[config.mk]
export PLATFORM = sky130hd
export DESIGN_NAME = sbcd_sensor_node_flat
export DESIGN_NICKNAME = d
export VERILOG_FILES = /design/src/logic/sbcd_pkg.sv /design/src/logic/sbcd_link_if.sv /design/src/logic/sbcd_sensor_node.sv /design/src/flat_wrapper.sv
export SDC_FILE = /design/constraint.sdc
export NUM_CORES = 1
export LEC_CHECK = 0
export BUFFER_PORTS_ARGS = -buffer_cell sky130_fd_sc_hd__buf_4
export CAP_MARGIN = 15
export CORE_MARGIN = 1
export CORE_UTILIZATION = 64
export CTS_BUF_LIST = sky130_fd_sc_hd__clkbuf_8
export CTS_CLUSTER_SIZE = 12
export DETAILED_ROUTE_END_ITERATION = 10
export GPL_ROUTABILITY_DRIVEN = 1
export PLACE_DENSITY = 0.86
export SYNTH_ARGS = -nofsm -noshare
export SYNTH_HDL_FRONTEND = slang
export SYNTH_SLANG_ARGS = --single-unit
[constraint.sdc]
create_clock -name ref_clk -period 22.6 [get_ports ref_clk]
set_clock_uncertainty 0.15 [all_clocks]
set_input_delay 6.78 -clock ref_clk [delete_from_list [all_inputs] [get_ports ref_clk]]
set_output_delay 6.78 -clock ref_clk [all_outputs]
set_load 0.02 [all_outputs]
[src/logic/sbcd_pkg.sv]
`default_nettype none
package sbcd_pkg;
  localparam int unsigned ADDR_W = 4;
  localparam int unsigned DATA_W = 8;
  localparam int unsigned IO_PINS = 3;
  localparam int unsigned RESULT_W = 10;
  localparam logic [ADDR_W-1:0] GLOBAL_ADDR = 4'h0;
  localparam logic [4:0] LONG_BITS = 5'h10;
  localparam logic [4:0] SHORT_CMD_BITS = 5'h08;
  localparam logic [4:0] SHORT_LEN_STD = 5'h08;
  localparam logic [4:0] SHORT_LEN_ALT = 5'h0a;

  typedef enum logic [3:0] {
    SBCD_CMD_INIT = 4'h0, SBCD_CMD_STATUS = 4'h1, SBCD_CMD_SENSE0 = 4'h2, SBCD_CMD_IOCTL = 4'h3,
    SBCD_CMD_ID = 4'h4, SBCD_CMD_SENSE1 = 4'h5, SBCD_CMD_CLEAR = 4'h7, SBCD_CMD_FORMAT = 4'ha
  } sbcd_cmd_type;

  // format control register pointers and standard-bus defaults
  localparam logic [2:0] FMT_POLY_IDX = 3'h0;
  localparam logic [2:0] FMT_SEED_IDX = 3'h2;
  localparam logic [2:0] FMT_SWLEN_IDX = 3'h5;
  localparam logic [2:0] FMT_SEL_IDX = 3'h7;
  localparam logic [3:0] STD_POLY = 4'h1;
  localparam logic [3:0] STD_SEED = 4'ha;
  localparam logic [3:0] STD_SWLEN = 4'h8;
  localparam logic [3:0] ALT_SWLEN = 4'ha;
  localparam logic [3:0] SEL_ON = 4'hf;
  localparam logic [3:0] SEL_OFF = 4'h0;
  localparam logic [7:0][3:0] FMT_DEFAULTS = {SEL_OFF, 4'h0, STD_SWLEN, 4'h0, 4'h0, STD_SEED, 4'h0, STD_POLY};

  typedef struct packed {logic [DATA_W-1:0] data; logic [ADDR_W-1:0] addr; sbcd_cmd_type cmd;} sbcd_frame_type;
  typedef struct packed {logic [ADDR_W-1:0] addr; logic [3:0] pad; logic [DATA_W-1:0] data;} sbcd_rsp_type;
  typedef struct packed {logic rsv; logic upper; logic lower; logic jitter; logic [3:0] node;} sbcd_init_type;
  typedef struct packed {logic rsv; logic [2:0] level; logic rsv2; logic [2:0] dir;} sbcd_ioctl_type;
  typedef struct packed {logic rsv; logic upper; logic lower; logic [1:0] rsv2; logic [2:0] pins;} sbcd_stat_type;
  typedef struct packed {logic [3:0] issue; logic [2:0] rsv; logic flag;} sbcd_id_type;
  typedef struct packed {logic rw; logic [2:0] ptr; logic [3:0] val;} sbcd_fmt_type;

  // controller register map, byte offsets
  localparam logic [3:0] CTL_CMD_OFS = 4'h0;
  localparam logic [3:0] CTL_STAT_OFS = 4'h4;
  localparam logic [3:0] CTL_RSP_OFS = 4'h8;
  localparam logic [3:0] CTL_CFG_OFS = 4'hc;
  localparam logic [7:0] RSP_WAIT_CYCLES = 8'h08;
  typedef struct packed {logic [14:0] rsv; logic is_long; logic [15:0] frame;} sbcd_cmd_reg_type;
  typedef struct packed {logic [27:0] rsv; logic rsp_long; logic rsp_err; logic rsp_got; logic busy;} sbcd_stat_reg_type;
  typedef struct packed {logic [11:0] rsv; logic [3:0] crc; logic [15:0] frame;} sbcd_rsp_reg_type;
  typedef struct packed {logic [19:0] rsv; logic [3:0] swlen; logic [3:0] seed; logic [3:0] poly;} sbcd_cfg_reg_type;

  // bit-serial crc over the low n bits, msb first; x^4 term is implicit
  function automatic logic [3:0] sbcd_crc4(logic [15:0] bits, logic [4:0] n, logic [3:0] poly, logic [3:0] seed);
    logic [3:0] c;
    logic fb;
    c = seed;
    fb = 1'b0;
    for (int i = 15; i >= 0; i--) begin
      if (i < int'(n)) begin
        fb = c[3] ^ bits[i];
        c = {c[2:0], 1'b0} ^ (fb ? poly : 4'h0);
      end
    end
    return c;
  endfunction : sbcd_crc4
endpackage : sbcd_pkg
`default_nettype wire

[src/logic/sbcd_link_if.sv]
`default_nettype none
interface sbcd_link_if;
  logic cmd_valid; // one-cycle frame strobe
  logic cmd_long; // 1 long frame, 0 short frame
  logic [15:0] cmd_frame; // data, address, command
  logic [3:0] cmd_crc; // trailing crc
  logic rsp_valid;
  logic rsp_long;
  logic [15:0] rsp_frame;
  logic [3:0] rsp_crc;
  modport dev (input cmd_valid, cmd_long, cmd_frame, cmd_crc, output rsp_valid, rsp_long, rsp_frame, rsp_crc);
  modport ctl (output cmd_valid, cmd_long, cmd_frame, cmd_crc, input rsp_valid, rsp_long, rsp_frame, rsp_crc);
endinterface : sbcd_link_if
`default_nettype wire

[src/logic/sbcd_sensor_node.sv]
// The implementer's own choices: the register offsets and the Avalon-MM register port.
`default_nettype none
// Overview of operation
// RL1: every frame ends with four-bit crc
// RL2: init closes upper switch when bit set
// RL3: init closes lower switch when bit set
// RL4: init adopts new node number
// RL5: init jitter bit enables clock dithering
// RL6: pin select bit makes pin output
// RL7: drive vector sets output pin levels
// RL8: format msb: 1 write, 0 read
// RL9: format bits 6..4 select register
// RL10: format low nibble is write value
// RL11: response carries address, zero nibble
// RL12: init/status report switch states
// RL13: status reports sampled pin levels
// RL14: id returns issue and flag
// RL15: format response echoes flag, pointer
// RL16: format response returns register after update
// RL17: clear/reserved silent; others echo or report
// RL18: short responses only for sensor reads
// RL19: global address executes silently
// RL20: reset or clear restores format defaults
module sbcd_sensor_node #(
  parameter logic [3:0] CHIP_ISSUE = 4'h1, // arbitrary value
  parameter logic ID_FLAG = 1'b0, // flag bit of id response
  parameter int unsigned SENSE_W = 10 // sensor result width
) (
  input wire logic ref_clk, // 40 MHz clock
  input wire logic resetn, // synchronous, active low
  sbcd_link_if.dev link, // sensor bus side
  input wire logic [SENSE_W-1:0] sensor_input_0, // conversion result 0
  input wire logic [SENSE_W-1:0] sensor_input_1, // conversion result 1
  input wire logic [sbcd_pkg::IO_PINS-1:0] io_in, // logic pin levels
  output logic [sbcd_pkg::IO_PINS-1:0] io_out, // logic pin drive level
  output logic [sbcd_pkg::IO_PINS-1:0] io_oe, // logic pin drive enable
  output logic upper_switch_close, // high-side switch closed
  output logic lower_switch_close, // low-side switch closed
  output logic clock_jitter_enable, // oscillator dithering
  output logic [sbcd_pkg::ADDR_W-1:0] node_addr // present bus address
);
  import sbcd_pkg::*;

  if (SENSE_W != RESULT_W) begin : g_chk
    $error("sensor result width must be 10");
  end

  typedef struct packed {
    logic [ADDR_W-1:0] node;
    logic upper;
    logic lower;
    logic jitter;
    logic [IO_PINS-1:0] dir;
    logic [IO_PINS-1:0] level;
    logic [7:0][3:0] fmt;
    logic rsp_valid;
    logic rsp_long;
    logic [15:0] rsp_frame;
    logic [3:0] rsp_crc;
  } sbcd_dev_state_type;

  localparam sbcd_dev_state_type DEV_RESET = '{node: GLOBAL_ADDR, upper: 1'b0, lower: 1'b0, jitter: 1'b0,
    dir: '0, level: '0, fmt: FMT_DEFAULTS, rsp_valid: 1'b0, rsp_long: 1'b0, rsp_frame: '0, rsp_crc: '0};

  sbcd_dev_state_type state_reg;
  sbcd_dev_state_type state_next;
  sbcd_frame_type cf;
  sbcd_init_type ic;
  sbcd_ioctl_type ioc;
  sbcd_fmt_type fc;
  logic enhanced;
  logic [3:0] poly;
  logic [3:0] seed;
  logic [4:0] short_len;
  logic [15:0] chk_bits;
  logic [4:0] chk_len;
  logic hit;
  logic send;
  logic [ADDR_W-1:0] raddr;
  logic [DATA_W-1:0] rdata;
  logic [SENSE_W-1:0] result;
  logic [15:0] sdata;

  ////////////////////////////////////////////////////////////////////////////
  always_comb begin
    state_next = state_reg;
    state_next.rsp_valid = 1'b0;
    cf = sbcd_frame_type'(link.cmd_frame);
    ic = sbcd_init_type'(cf.data);
    ioc = sbcd_ioctl_type'(cf.data);
    fc = sbcd_fmt_type'(cf.data);
    // alternate crc and short length apply only once the selection is all ones
    enhanced = (state_reg.fmt[FMT_SEL_IDX] == SEL_ON);
    poly = enhanced ? state_reg.fmt[FMT_POLY_IDX] : STD_POLY;
    seed = enhanced ? state_reg.fmt[FMT_SEED_IDX] : STD_SEED;
    short_len = (enhanced && state_reg.fmt[FMT_SWLEN_IDX] == ALT_SWLEN) ? SHORT_LEN_ALT : SHORT_LEN_STD;
    chk_bits = link.cmd_long ? link.cmd_frame : {{DATA_W{1'b0}}, cf.addr, cf.cmd};
    chk_len = link.cmd_long ? LONG_BITS : SHORT_CMD_BITS;
    // corrupted frames are dropped whole
    hit = link.cmd_valid && (sbcd_crc4(chk_bits, chk_len, poly, seed) == link.cmd_crc) && // see RL1
          (cf.addr == state_reg.node || cf.addr == GLOBAL_ADDR ||
           (state_reg.node == GLOBAL_ADDR && cf.cmd == SBCD_CMD_INIT));
    send = 1'b0;
    raddr = state_reg.node;
    rdata = '0;
    result = (cf.cmd == SBCD_CMD_SENSE1) ? sensor_input_1 : sensor_input_0;
    sdata = (short_len == SHORT_LEN_ALT) ? 16'(result) : 16'(result[SENSE_W-1 -: DATA_W]);
    if (hit) begin
      case (cf.cmd)
        SBCD_CMD_INIT: begin
          if (link.cmd_long) begin
            state_next.upper = ic.upper; // see RL2
            state_next.lower = ic.lower; // see RL3
            state_next.jitter = ic.jitter; // see RL5
            state_next.node = ic.node; // see RL4
            raddr = ic.node;
            rdata = sbcd_init_type'{rsv: 1'b0, upper: ic.upper, lower: ic.lower, jitter: 1'b0, node: ic.node}; // see RL12
            send = 1'b1;
          end
        end
        SBCD_CMD_STATUS: begin
          rdata = sbcd_stat_type'{rsv: 1'b0, upper: state_reg.upper, lower: state_reg.lower, // see RL12
                                  rsv2: 2'h0, pins: io_in}; // see RL13
          send = link.cmd_long; // see RL18
        end
        SBCD_CMD_SENSE0, SBCD_CMD_SENSE1: begin
          rdata = result[SENSE_W-1 -: DATA_W]; // see RL17
          send = 1'b1; // see RL18
        end
        SBCD_CMD_IOCTL: begin
          if (link.cmd_long) begin
            state_next.dir = ioc.dir; // see RL6
            state_next.level = ioc.level; // see RL7
            rdata = sbcd_ioctl_type'{rsv: 1'b0, level: ioc.level, rsv2: 1'b0, dir: ioc.dir}; // see RL17
            send = 1'b1;
          end
        end
        SBCD_CMD_ID: begin
          rdata = sbcd_id_type'{issue: CHIP_ISSUE, rsv: 3'h0, flag: ID_FLAG}; // see RL14
          send = link.cmd_long;
        end
        SBCD_CMD_CLEAR: begin
          state_next.fmt = FMT_DEFAULTS; // see RL20
        end
        SBCD_CMD_FORMAT: begin
          if (link.cmd_long) begin
            if (fc.rw) begin // see RL8
              // in enhanced mode only the return to standard is honoured
              if (enhanced) begin
                if (fc.ptr == FMT_SEL_IDX && fc.val == SEL_OFF) begin
                  state_next.fmt[FMT_SEL_IDX] = SEL_OFF;
                end
              end else begin
                case (fc.ptr) // see RL9
                  FMT_POLY_IDX, FMT_SEED_IDX: begin
                    state_next.fmt[fc.ptr] = fc.val; // see RL10
                  end
                  FMT_SWLEN_IDX: begin
                    if (fc.val == STD_SWLEN || fc.val == ALT_SWLEN) begin
                      state_next.fmt[fc.ptr] = fc.val;
                    end
                  end
                  FMT_SEL_IDX: begin
                    // partial patterns leave the mode alone
                    if (fc.val == SEL_ON || fc.val == SEL_OFF) begin
                      state_next.fmt[fc.ptr] = fc.val;
                    end
                  end
                  default: begin
                  end
                endcase
              end
            end
            rdata = {fc.rw, fc.ptr, state_next.fmt[fc.ptr]}; // see RL15 see RL16
            send = 1'b1;
          end
        end
        default: begin
        end
      endcase
    end
    if (send && cf.addr != GLOBAL_ADDR) begin // see RL19
      state_next.rsp_valid = 1'b1;
      state_next.rsp_long = link.cmd_long;
      if (link.cmd_long) begin
        state_next.rsp_frame = sbcd_rsp_type'{addr: raddr, pad: 4'h0, data: rdata}; // see RL11
        state_next.rsp_crc = sbcd_crc4(state_next.rsp_frame, LONG_BITS, poly, seed); // see RL1
      end else begin
        state_next.rsp_frame = sdata;
        state_next.rsp_crc = sbcd_crc4(sdata, short_len, poly, seed);
      end
    end
  end

  always_ff @(posedge ref_clk) begin
    if (!resetn) begin
      state_reg <= DEV_RESET; // see RL20
    end else begin
      state_reg <= state_next;
    end
  end

  ////////////////////////////////////////////////////////////////////////////
  assign link.rsp_valid = state_reg.rsp_valid;
  assign link.rsp_long = state_reg.rsp_long;
  assign link.rsp_frame = state_reg.rsp_frame;
  assign link.rsp_crc = state_reg.rsp_crc;
  assign io_out = state_reg.level;
  assign io_oe = state_reg.dir;
  assign upper_switch_close = state_reg.upper;
  assign lower_switch_close = state_reg.lower;
  assign clock_jitter_enable = state_reg.jitter;
  assign node_addr = state_reg.node;
endmodule : sbcd_sensor_node
`default_nettype wire

[src/flat_wrapper.sv]
// flat-port wrapper written by rule: the top's interface ports become plain ports
module sbcd_sensor_node_flat import sbcd_pkg::*;
#(
  parameter logic [3:0] CHIP_ISSUE = 4'h1,                   
  parameter logic ID_FLAG = 1'b0,                           
  parameter int unsigned SENSE_W = 10                       
)
  (ref_clk, resetn, sensor_input_0, sensor_input_1, io_in, io_out, io_oe, upper_switch_close, lower_switch_close, clock_jitter_enable, node_addr, link_cmd_valid, link_cmd_long, link_cmd_frame, link_cmd_crc, link_rsp_valid, link_rsp_long, link_rsp_frame, link_rsp_crc);
  sbcd_link_if link_i ();
  input wire logic ref_clk;
  input wire logic resetn;
  input wire logic [SENSE_W-1:0] sensor_input_0;
  input wire logic [SENSE_W-1:0] sensor_input_1;
  input wire logic [sbcd_pkg::IO_PINS-1:0] io_in;
  output logic [sbcd_pkg::IO_PINS-1:0] io_out;
  output logic [sbcd_pkg::IO_PINS-1:0] io_oe;
  output logic upper_switch_close;
  output logic lower_switch_close;
  output logic clock_jitter_enable;
  output logic [sbcd_pkg::ADDR_W-1:0] node_addr;
  input wire logic [$bits(link_i.cmd_valid)-1:0] link_cmd_valid;
  input wire logic [$bits(link_i.cmd_long)-1:0] link_cmd_long;
  input wire logic [$bits(link_i.cmd_frame)-1:0] link_cmd_frame;
  input wire logic [$bits(link_i.cmd_crc)-1:0] link_cmd_crc;
  output wire logic [$bits(link_i.rsp_valid)-1:0] link_rsp_valid;
  output wire logic [$bits(link_i.rsp_long)-1:0] link_rsp_long;
  output wire logic [$bits(link_i.rsp_frame)-1:0] link_rsp_frame;
  output wire logic [$bits(link_i.rsp_crc)-1:0] link_rsp_crc;
  assign link_i.cmd_valid = link_cmd_valid;
  assign link_i.cmd_long = link_cmd_long;
  assign link_i.cmd_frame = link_cmd_frame;
  assign link_i.cmd_crc = link_cmd_crc;
  assign link_rsp_valid = link_i.rsp_valid;
  assign link_rsp_long = link_i.rsp_long;
  assign link_rsp_frame = link_i.rsp_frame;
  assign link_rsp_crc = link_i.rsp_crc;
  sbcd_sensor_node #(.CHIP_ISSUE(CHIP_ISSUE), .ID_FLAG(ID_FLAG), .SENSE_W(SENSE_W)) u_core (.ref_clk(ref_clk), .resetn(resetn), .link(link_i), .sensor_input_0(sensor_input_0), .sensor_input_1(sensor_input_1), .io_in(io_in), .io_out(io_out), .io_oe(io_oe), .upper_switch_close(upper_switch_close), .lower_switch_close(lower_switch_close), .clock_jitter_enable(clock_jitter_enable), .node_addr(node_addr));
endmodule
==> results of run 1 <==
where the power goes:
part / total [mW] / switching (mW) / internal (mW)
Combinational: 0.143 / 0.0828 / 0.0604
Clock: 0.117 / 0.0539 / 0.0632
Sequential: 0.115 / 0.0000505 / 0.114
through the flow:
stage / total power, mW / hold WS, ns / util (%) / std cells / setup slack [ns]
2_1_floorplan: 0.223 / 0.285 / - / 1599 / 2.32
3_3_place_gp: 0.249 / 0.299 / 68.0 / 1754 / 0.837
3_5_place_dp: 0.252 / 0.311 / 68.0 / 1754 / 0.429
4_1_cts: 0.366 / 0.331 / 69.3 / 1770 / 0.752
5_1_grt: 0.391 / 0.358 / 69.9 / 1779 / -0.0205
6_report: 0.375 / 0.326 / 69.9 / 1779 / 0.892
synthesized netlist by cell type, types with 12 or more instances:
cell type  count
and2_1        27
clkbuf_1     110
and3_1        19
nand2b_1      12
nand2_1      141
o211a_1       15
xnor3_1       13
a21oi_1      110
a31oi_1       15
o211ai_1      21
a22oi_1       12
mux2i_1       59
xor2_1        33
o22ai_1       13
nor3_1        59
a221oi_1      12
nand3_1       78
a211oi_1      13
inv_1         14
nand4_1       15
nor2b_1       47
o21ai_0       97
xnor2_1      103
or3_1         17
buf_2         16
buf_4         31
o21a_1        16
nor2_1       174
nor4_1        18
dfxtp_1       65
layout by cell type, fill, tap and decap left out, types with 12 or more instances in the layout:
cell and n:
nor2_1 171, nand2_1 140, a21oi_1 110, buf_4 109, xnor2_1 100, o21ai_0 97, nand3_1 78, dfxtp_1 65
mux2i_1 59, nor3_1 57, nor2b_1 47, xor2_1 33, and2_1 27, o211ai_1 21, and3_1 19, or3_1 17
nor4_1 17, o21a_1 16, nand4_1 15, a31oi_1 15, o211a_1 15, inv_1 14, xnor3_1 13, o22ai_1 13
nand2b_1 12, a221oi_1 12, a22oi_1 12
critical path: cells and delay by family:
| kind | cells | cell delay [ns] |
|---|---|---|
| xor gates and xnor gates | 11 | 3.58 |
| buffers and inverters | 5 | 1.17 |
| muxes | 5 | 1.82 |
| AOI/OAI and AO/OA | 19 | 4.85 |
| and+or+nand+nor | 13 | 3.69 |
worst max-delay path by stage:
stage / cells past startpoint / to
after floorplan: 54 / u_core.link.rsp_crc[0]
after global placement: 50 / u_core.link.rsp_crc[2]
after detailed placement: 50 / u_core.link.rsp_crc[2]
after CTS: 51 / u_core.link.rsp_crc[2]
after global routing: 53 / u_core.link.rsp_crc[2]
final: 53 / u_core.link.rsp_crc[2]
area by class of cell:
class,instances,share of cell area (%)
Clock buffer,9,1.06
Clock inverter,7,0.868
Inverter,15,0.482
Multi-Input combinational cell,1354,77.1
Sequential cell,65,11.2
Tap cell,220,2.36
Timing Repair Buffer,109,7.01
repair_timing:
| action | 4_1_cts | 5_1_grt |
|---|---|---|
| setup buffers | 0 | 9 |
| setup endpoints to repair | 0 | 4 |
| resized for setup | 0 | 4 |
cells by family (layout without fill, tap and decap cells):
kind of cell | Yosys count | count (layout) | share of synthesized area [%]
other cells | 1 | 2 | 0.0340
mux | 69 | 69 | 6.57
compound gates | 451 | 451 | 28.2
simple gates | 673 | 673 | 30.8
xor+xnor | 158 | 158 | 15.0
fa+ha+maj | 1 | 1 | 0.113
flops | 65 | 65 | 11.8
buf+inv | 180 | 140 | 7.42
routing by layer:
layer	part of all wire [%]	GRT usage [%]	vias to the layer above
met5	0	0	-
met4	3.1	14.8	0
met2	44	61.1	863
met3	12	6.66	101
li1	-	-	5705
met1	41	53.7	5753
==> impl_metrics.ini, run 1 <==
[status]
status = finished clean

[cts]
cts_hold_buf = 0
cts_tree = yes
worstSkewPairLatency_ns = 0.37
cts_made_buffers = 9
htreeDepth = 3
ctsRootBufferMaster = clkbuf_8
cts_sinks = 65
clk_path_buf_depth = 2
cts.clk_slew.worst_paths_ns = 0.08

[synthesis]
synth_edf_count = 0
yosysSeqAreaShare_pct = 11.8
yosysUniqueCellTypes = 110
synth_ff_type = dfxtp_1
yosysTopAreaCell = dfxtp_1
syn_area_um2 = 11000
syn_inst = 1598
ys_seq_elements = 65
netlist.area_leader.share_pct = 11.8
yosys_warnings = 0
syn_area_per_cell_um2 = 6.91
synth_area_leaders = dfxtp_1 12%, xnor2_1 8.2%, nor2_1 5.9%
async_flop_share_pct = 0

[layout]
fillers = 1400
drive_gt1_share_pct = 12.3
largest_reg_flops = 32
area_delta_synth_final_pct = 5.71
n_antenna_cell = 0
nNetsFinal = 1602
stdcell_area_um2 = 11700
register_area_um2 = 1300
multi_input_area_um2 = 8990

[floorplanning]
die_area_um2 = 17800
fp.dieH_um = 133
rows = 47
io_pins = 82
die_w_um = 133
core_area_um2 = 16700
initial_utilization_pct = 66.1

[sta]
setup_viol = 0
relSlewSlack_pct = 24.1
post-route-min-period_ns = 21.71
worst-slew-pin-transition_ns = 1.13
fmax_mhz = 46.1
slew_violations = 0
hold_viol_final = 0
fin_crit_sh_pct = 96.1
tns_ns = 0

[global_route]
grtUsageTotal_pct = 39.1
grt_pass1_vias = 11214
gr-total-overflow = 0
antenna_found_initial = 0
grt_max_degree = 71
grt_pass1_wl_um = 57100

[route]
route.detailed.drc = 0
avgViaCountPerCell = 6.98
first_iter_violations = 2084
postRouteAntennaNets = 0
wl_per_cell_um = 19.8
wirelength_um = 35200
vias = 12422
drtPass1Iterations = 7

[setup_path]
worstPathArrival_ns = 21.87
startpoint_type = input port
r2r_end = u_core.link.rsp_crc[2]
cp_slowest_stage_delay_ns = 0.59
r2r-start = u_core.state_reg[52]
cp_data_required_time_ns = 22.76
crit_type = in2reg
ff2ff_path_depth = 52
end_kind = flip-flop
cp-startpoint = link_cmd_long
cpMostUsedCell = xnor3_1
crit_fanout = 39
r2r_slack_ns = 6.50
crit_slowest_cell = or4_4

[min_path]
whs_path_depth = 2
min_to = u_core.link.rsp_crc[1]
hold_path.startpoint = u_core.link.rsp_crc[1]
hp-class = reg2reg

[pwr]
p_leak_nw = 4.21
power_density_nw_per_um2 = 32.1
peakVddDrop_uv = 34.3

[run]
drv_cap = 0

[placement]
portBuffers = 79
gp_congestion = 0.967
dpl_cell_area_um2 = 11300
hpwl_um = 24400
No activity file was read; power rests on OpenSTA's default activity.
==> inputs of run 2 (changes only) <==
--- a/config.mk
+++ b/config.mk
@@ -15,2 +15,3 @@
 export GPL_ROUTABILITY_DRIVEN = 1
+export HOLD_SLACK_MARGIN = 0.15
 export PLACE_DENSITY = 0.86
==> constraint.sdc (replaced) <==
create_clock -name ref_clk -period 22.6 [get_ports ref_clk]
set_clock_uncertainty 0.15 [all_clocks]
set_input_delay 3.39 -clock ref_clk [delete_from_list [all_inputs] [get_ports ref_clk]]
set_output_delay 3.39 -clock ref_clk [all_outputs]
set_load 0.02 [all_outputs]
==> run 2 against run 1 <==
Net effect:
- fmax grew 9.4%
- flip-flop and latch count is the same
- power shrank 6.3%
- sequential power is essentially flat
==> impl_metrics.ini, run 2 (synthesis results as in run 1) <==
[status]
status = finished clean

[layout]
largest_reg_flops = 32
final_common_cell = nor2_1
drive_gt1_share_pct = 11.0
fin_util_pct = 68.8
multi_input_area_um2 = 8970
mostFrequentLayoutCells = 171 x nor2_1, 140 x nand2_1, 110 x a21oi_1
register_area_um2 = 1300
area_delta_synth_final_pct = 4.15
n_antenna_cell = 0
nNetsFinal = 1588
fillers = 1421

[pwr]
p_leak_nw = 4.11
total_power_mw = 0.351
clkPwrFrac_pct = 27.9
p_sw_share_pct = 37.0
p_int_mw = 0.221
peakVddDrop_uv = 39.8
seqPwrFrac_pct = 32.6
p_sw_mw = 0.130
p_comb_share_pct = 39.5
power_density_nw_per_um2 = 30.6

[floorplanning]
fp.dieH_um = 133
die_w_um = 133
core_area_um2 = 16700
die_area_um2 = 17800
rows = 47
initial_utilization_pct = 66.1
io_pins = 82

[cts]
cts_tree = yes
worstSkewPairLatency_ns = 0.36
cts_made_buffers = 9
clk_path_buf_depth = 2
cts_sinks = 65
cts_setup_buffers = 0
cts_hold_buf = 0
cts_resized = 0
cts.clk_slew.worst_paths_ns = 0.08
ctsRootBufferMaster = clkbuf_8
htreeDepth = 3

[setup_path]
crit_family = compound AO/OA/AOI/OAI gates
crit_slowest_cell = xnor2_1
r2r_end = u_core.link.rsp_crc[2]
end_kind = flip-flop
crit_type = in2reg
worstPathArrival_ns = 20.00
cp_slowest_stage_delay_ns = 0.83
r2r_slack_ns = 5.86
r2r-start = u_core.state_reg[33]
cp_data_required_time_ns = 22.76
ff2ff_path_depth = 50
critPathBufInv = 2
startpoint_type = input port
crit_fanout = 68

[route]
avgViaCountPerCell = 7.03
wirelength_um = 35200
drtPass1Iterations = 5
postRouteAntennaNets = 0
first_iter_violations = 1732
route.detailed.drc = 0
vias = 12394
wl_per_cell_um = 20.0

[sta]
slew_violations = 0
tns_ns = 0
rsz0062_at_grt = false
worst-slew-pin-transition_ns = 1.06
hold_viol_final = 0
setup_viol = 0
relSlewSlack_pct = 29.1
fmax_mhz = 50.4
post-route-min-period_ns = 19.84
fin_crit_sh_pct = 87.8
whs_ns = 0.316
final.setup.worst_slack_ns = 2.76

[placement]
dpl_worst_slack_ns = 2.79
gp_congestion = 1.02
portBuffers = 79
hpwl_um = 24500

[global_route]
grt_pass1_vias = 11087
grt_max_degree = 71
grt_pass1_wl_um = 55800
gr-total-overflow = 0
antenna_found_initial = 0
grtUsageTotal_pct = 38.5

[min_path]
hp-class = reg2reg
hold_path.startpoint = u_core.link.rsp_crc[1]
min_to = u_core.link.rsp_crc[1]
whs_path_depth = 2

[run]
drv_cap = 0
[run 2: cell types whose count changed in the layout (fill, tap and decap cells not counted), moves of 2 or more]
cell	previous run	this run
inv_1	14	16
xnor2_1	100	103
buf_4	109	95
xnor2_2	6	3
[run 2: cell type report]
type	count	area share, %
multi-input cells	1354	78.0
flip-flops and latches	65	11.3
repair buffers	95	6.20
well taps	220	2.39
clock buffers	9	1.08
clock inverters	6	0.533
inverters	15	0.490
[run 2: worst max path at each step]
| stage | from | end | slack [ns] | cells past startpoint |
|---|---|---|---|---|
| 6_report | link_cmd_long | u_core.link.rsp_crc[2] | 2.76 | 50 |
| 4_1_cts | link_cmd_long | u_core.link.rsp_crc[2] | 3.16 | 50 |
| 2_1_floorplan | link_cmd_frame[14] | u_core.link.rsp_crc[0] | 5.71 | 54 |
| 3_3_place_gp | link_cmd_long | u_core.link.rsp_crc[2] | 3.49 | 50 |
| 5_1_grt | link_cmd_long | u_core.link.rsp_crc[2] | 1.78 | 50 |
| 3_5_place_dp | link_cmd_long | u_core.link.rsp_crc[2] | 2.79 | 50 |
[run 2: power by group through the flow]
stage	logic, mW	clock network, mW	registers [mW]
after global routing	0.148	0.102	0.115
after CTS	0.135	0.0977	0.115
after global placement	0.132	0	0.117
after floorplan	0.106	0	0.117
after detailed placement	0.135	0	0.117
final	0.139	0.0979	0.115
[run 2: per-stage QoR]
| step | cells | area [µm²] |
|---|---|---|
| global placement | 1749 | 11300 |
| detailed placement | 1749 | 11300 |
| finish | 1764 | 11500 |
| global route | 1764 | 11500 |
| CTS | 1764 | 11500 |
| floorplan | 1599 | 11000 |
[run 2: per-layer routing]
metal,global-route usage (%),vias up,part of all wire (%)
li1,-,5664,-
met1,51.8,5662,40
met2,59.5,942,43
met3,8.03,126,14
met4,15.8,0,3.3
met5,1.39,-,0
[run 2: worst min-delay path, delay by kind of cell (launching register included)]
kind | cells | cell delay [ns]
flops | 1 | 0.32
simple gates | 1 | 0.05
compound gates | 1 | 0.05
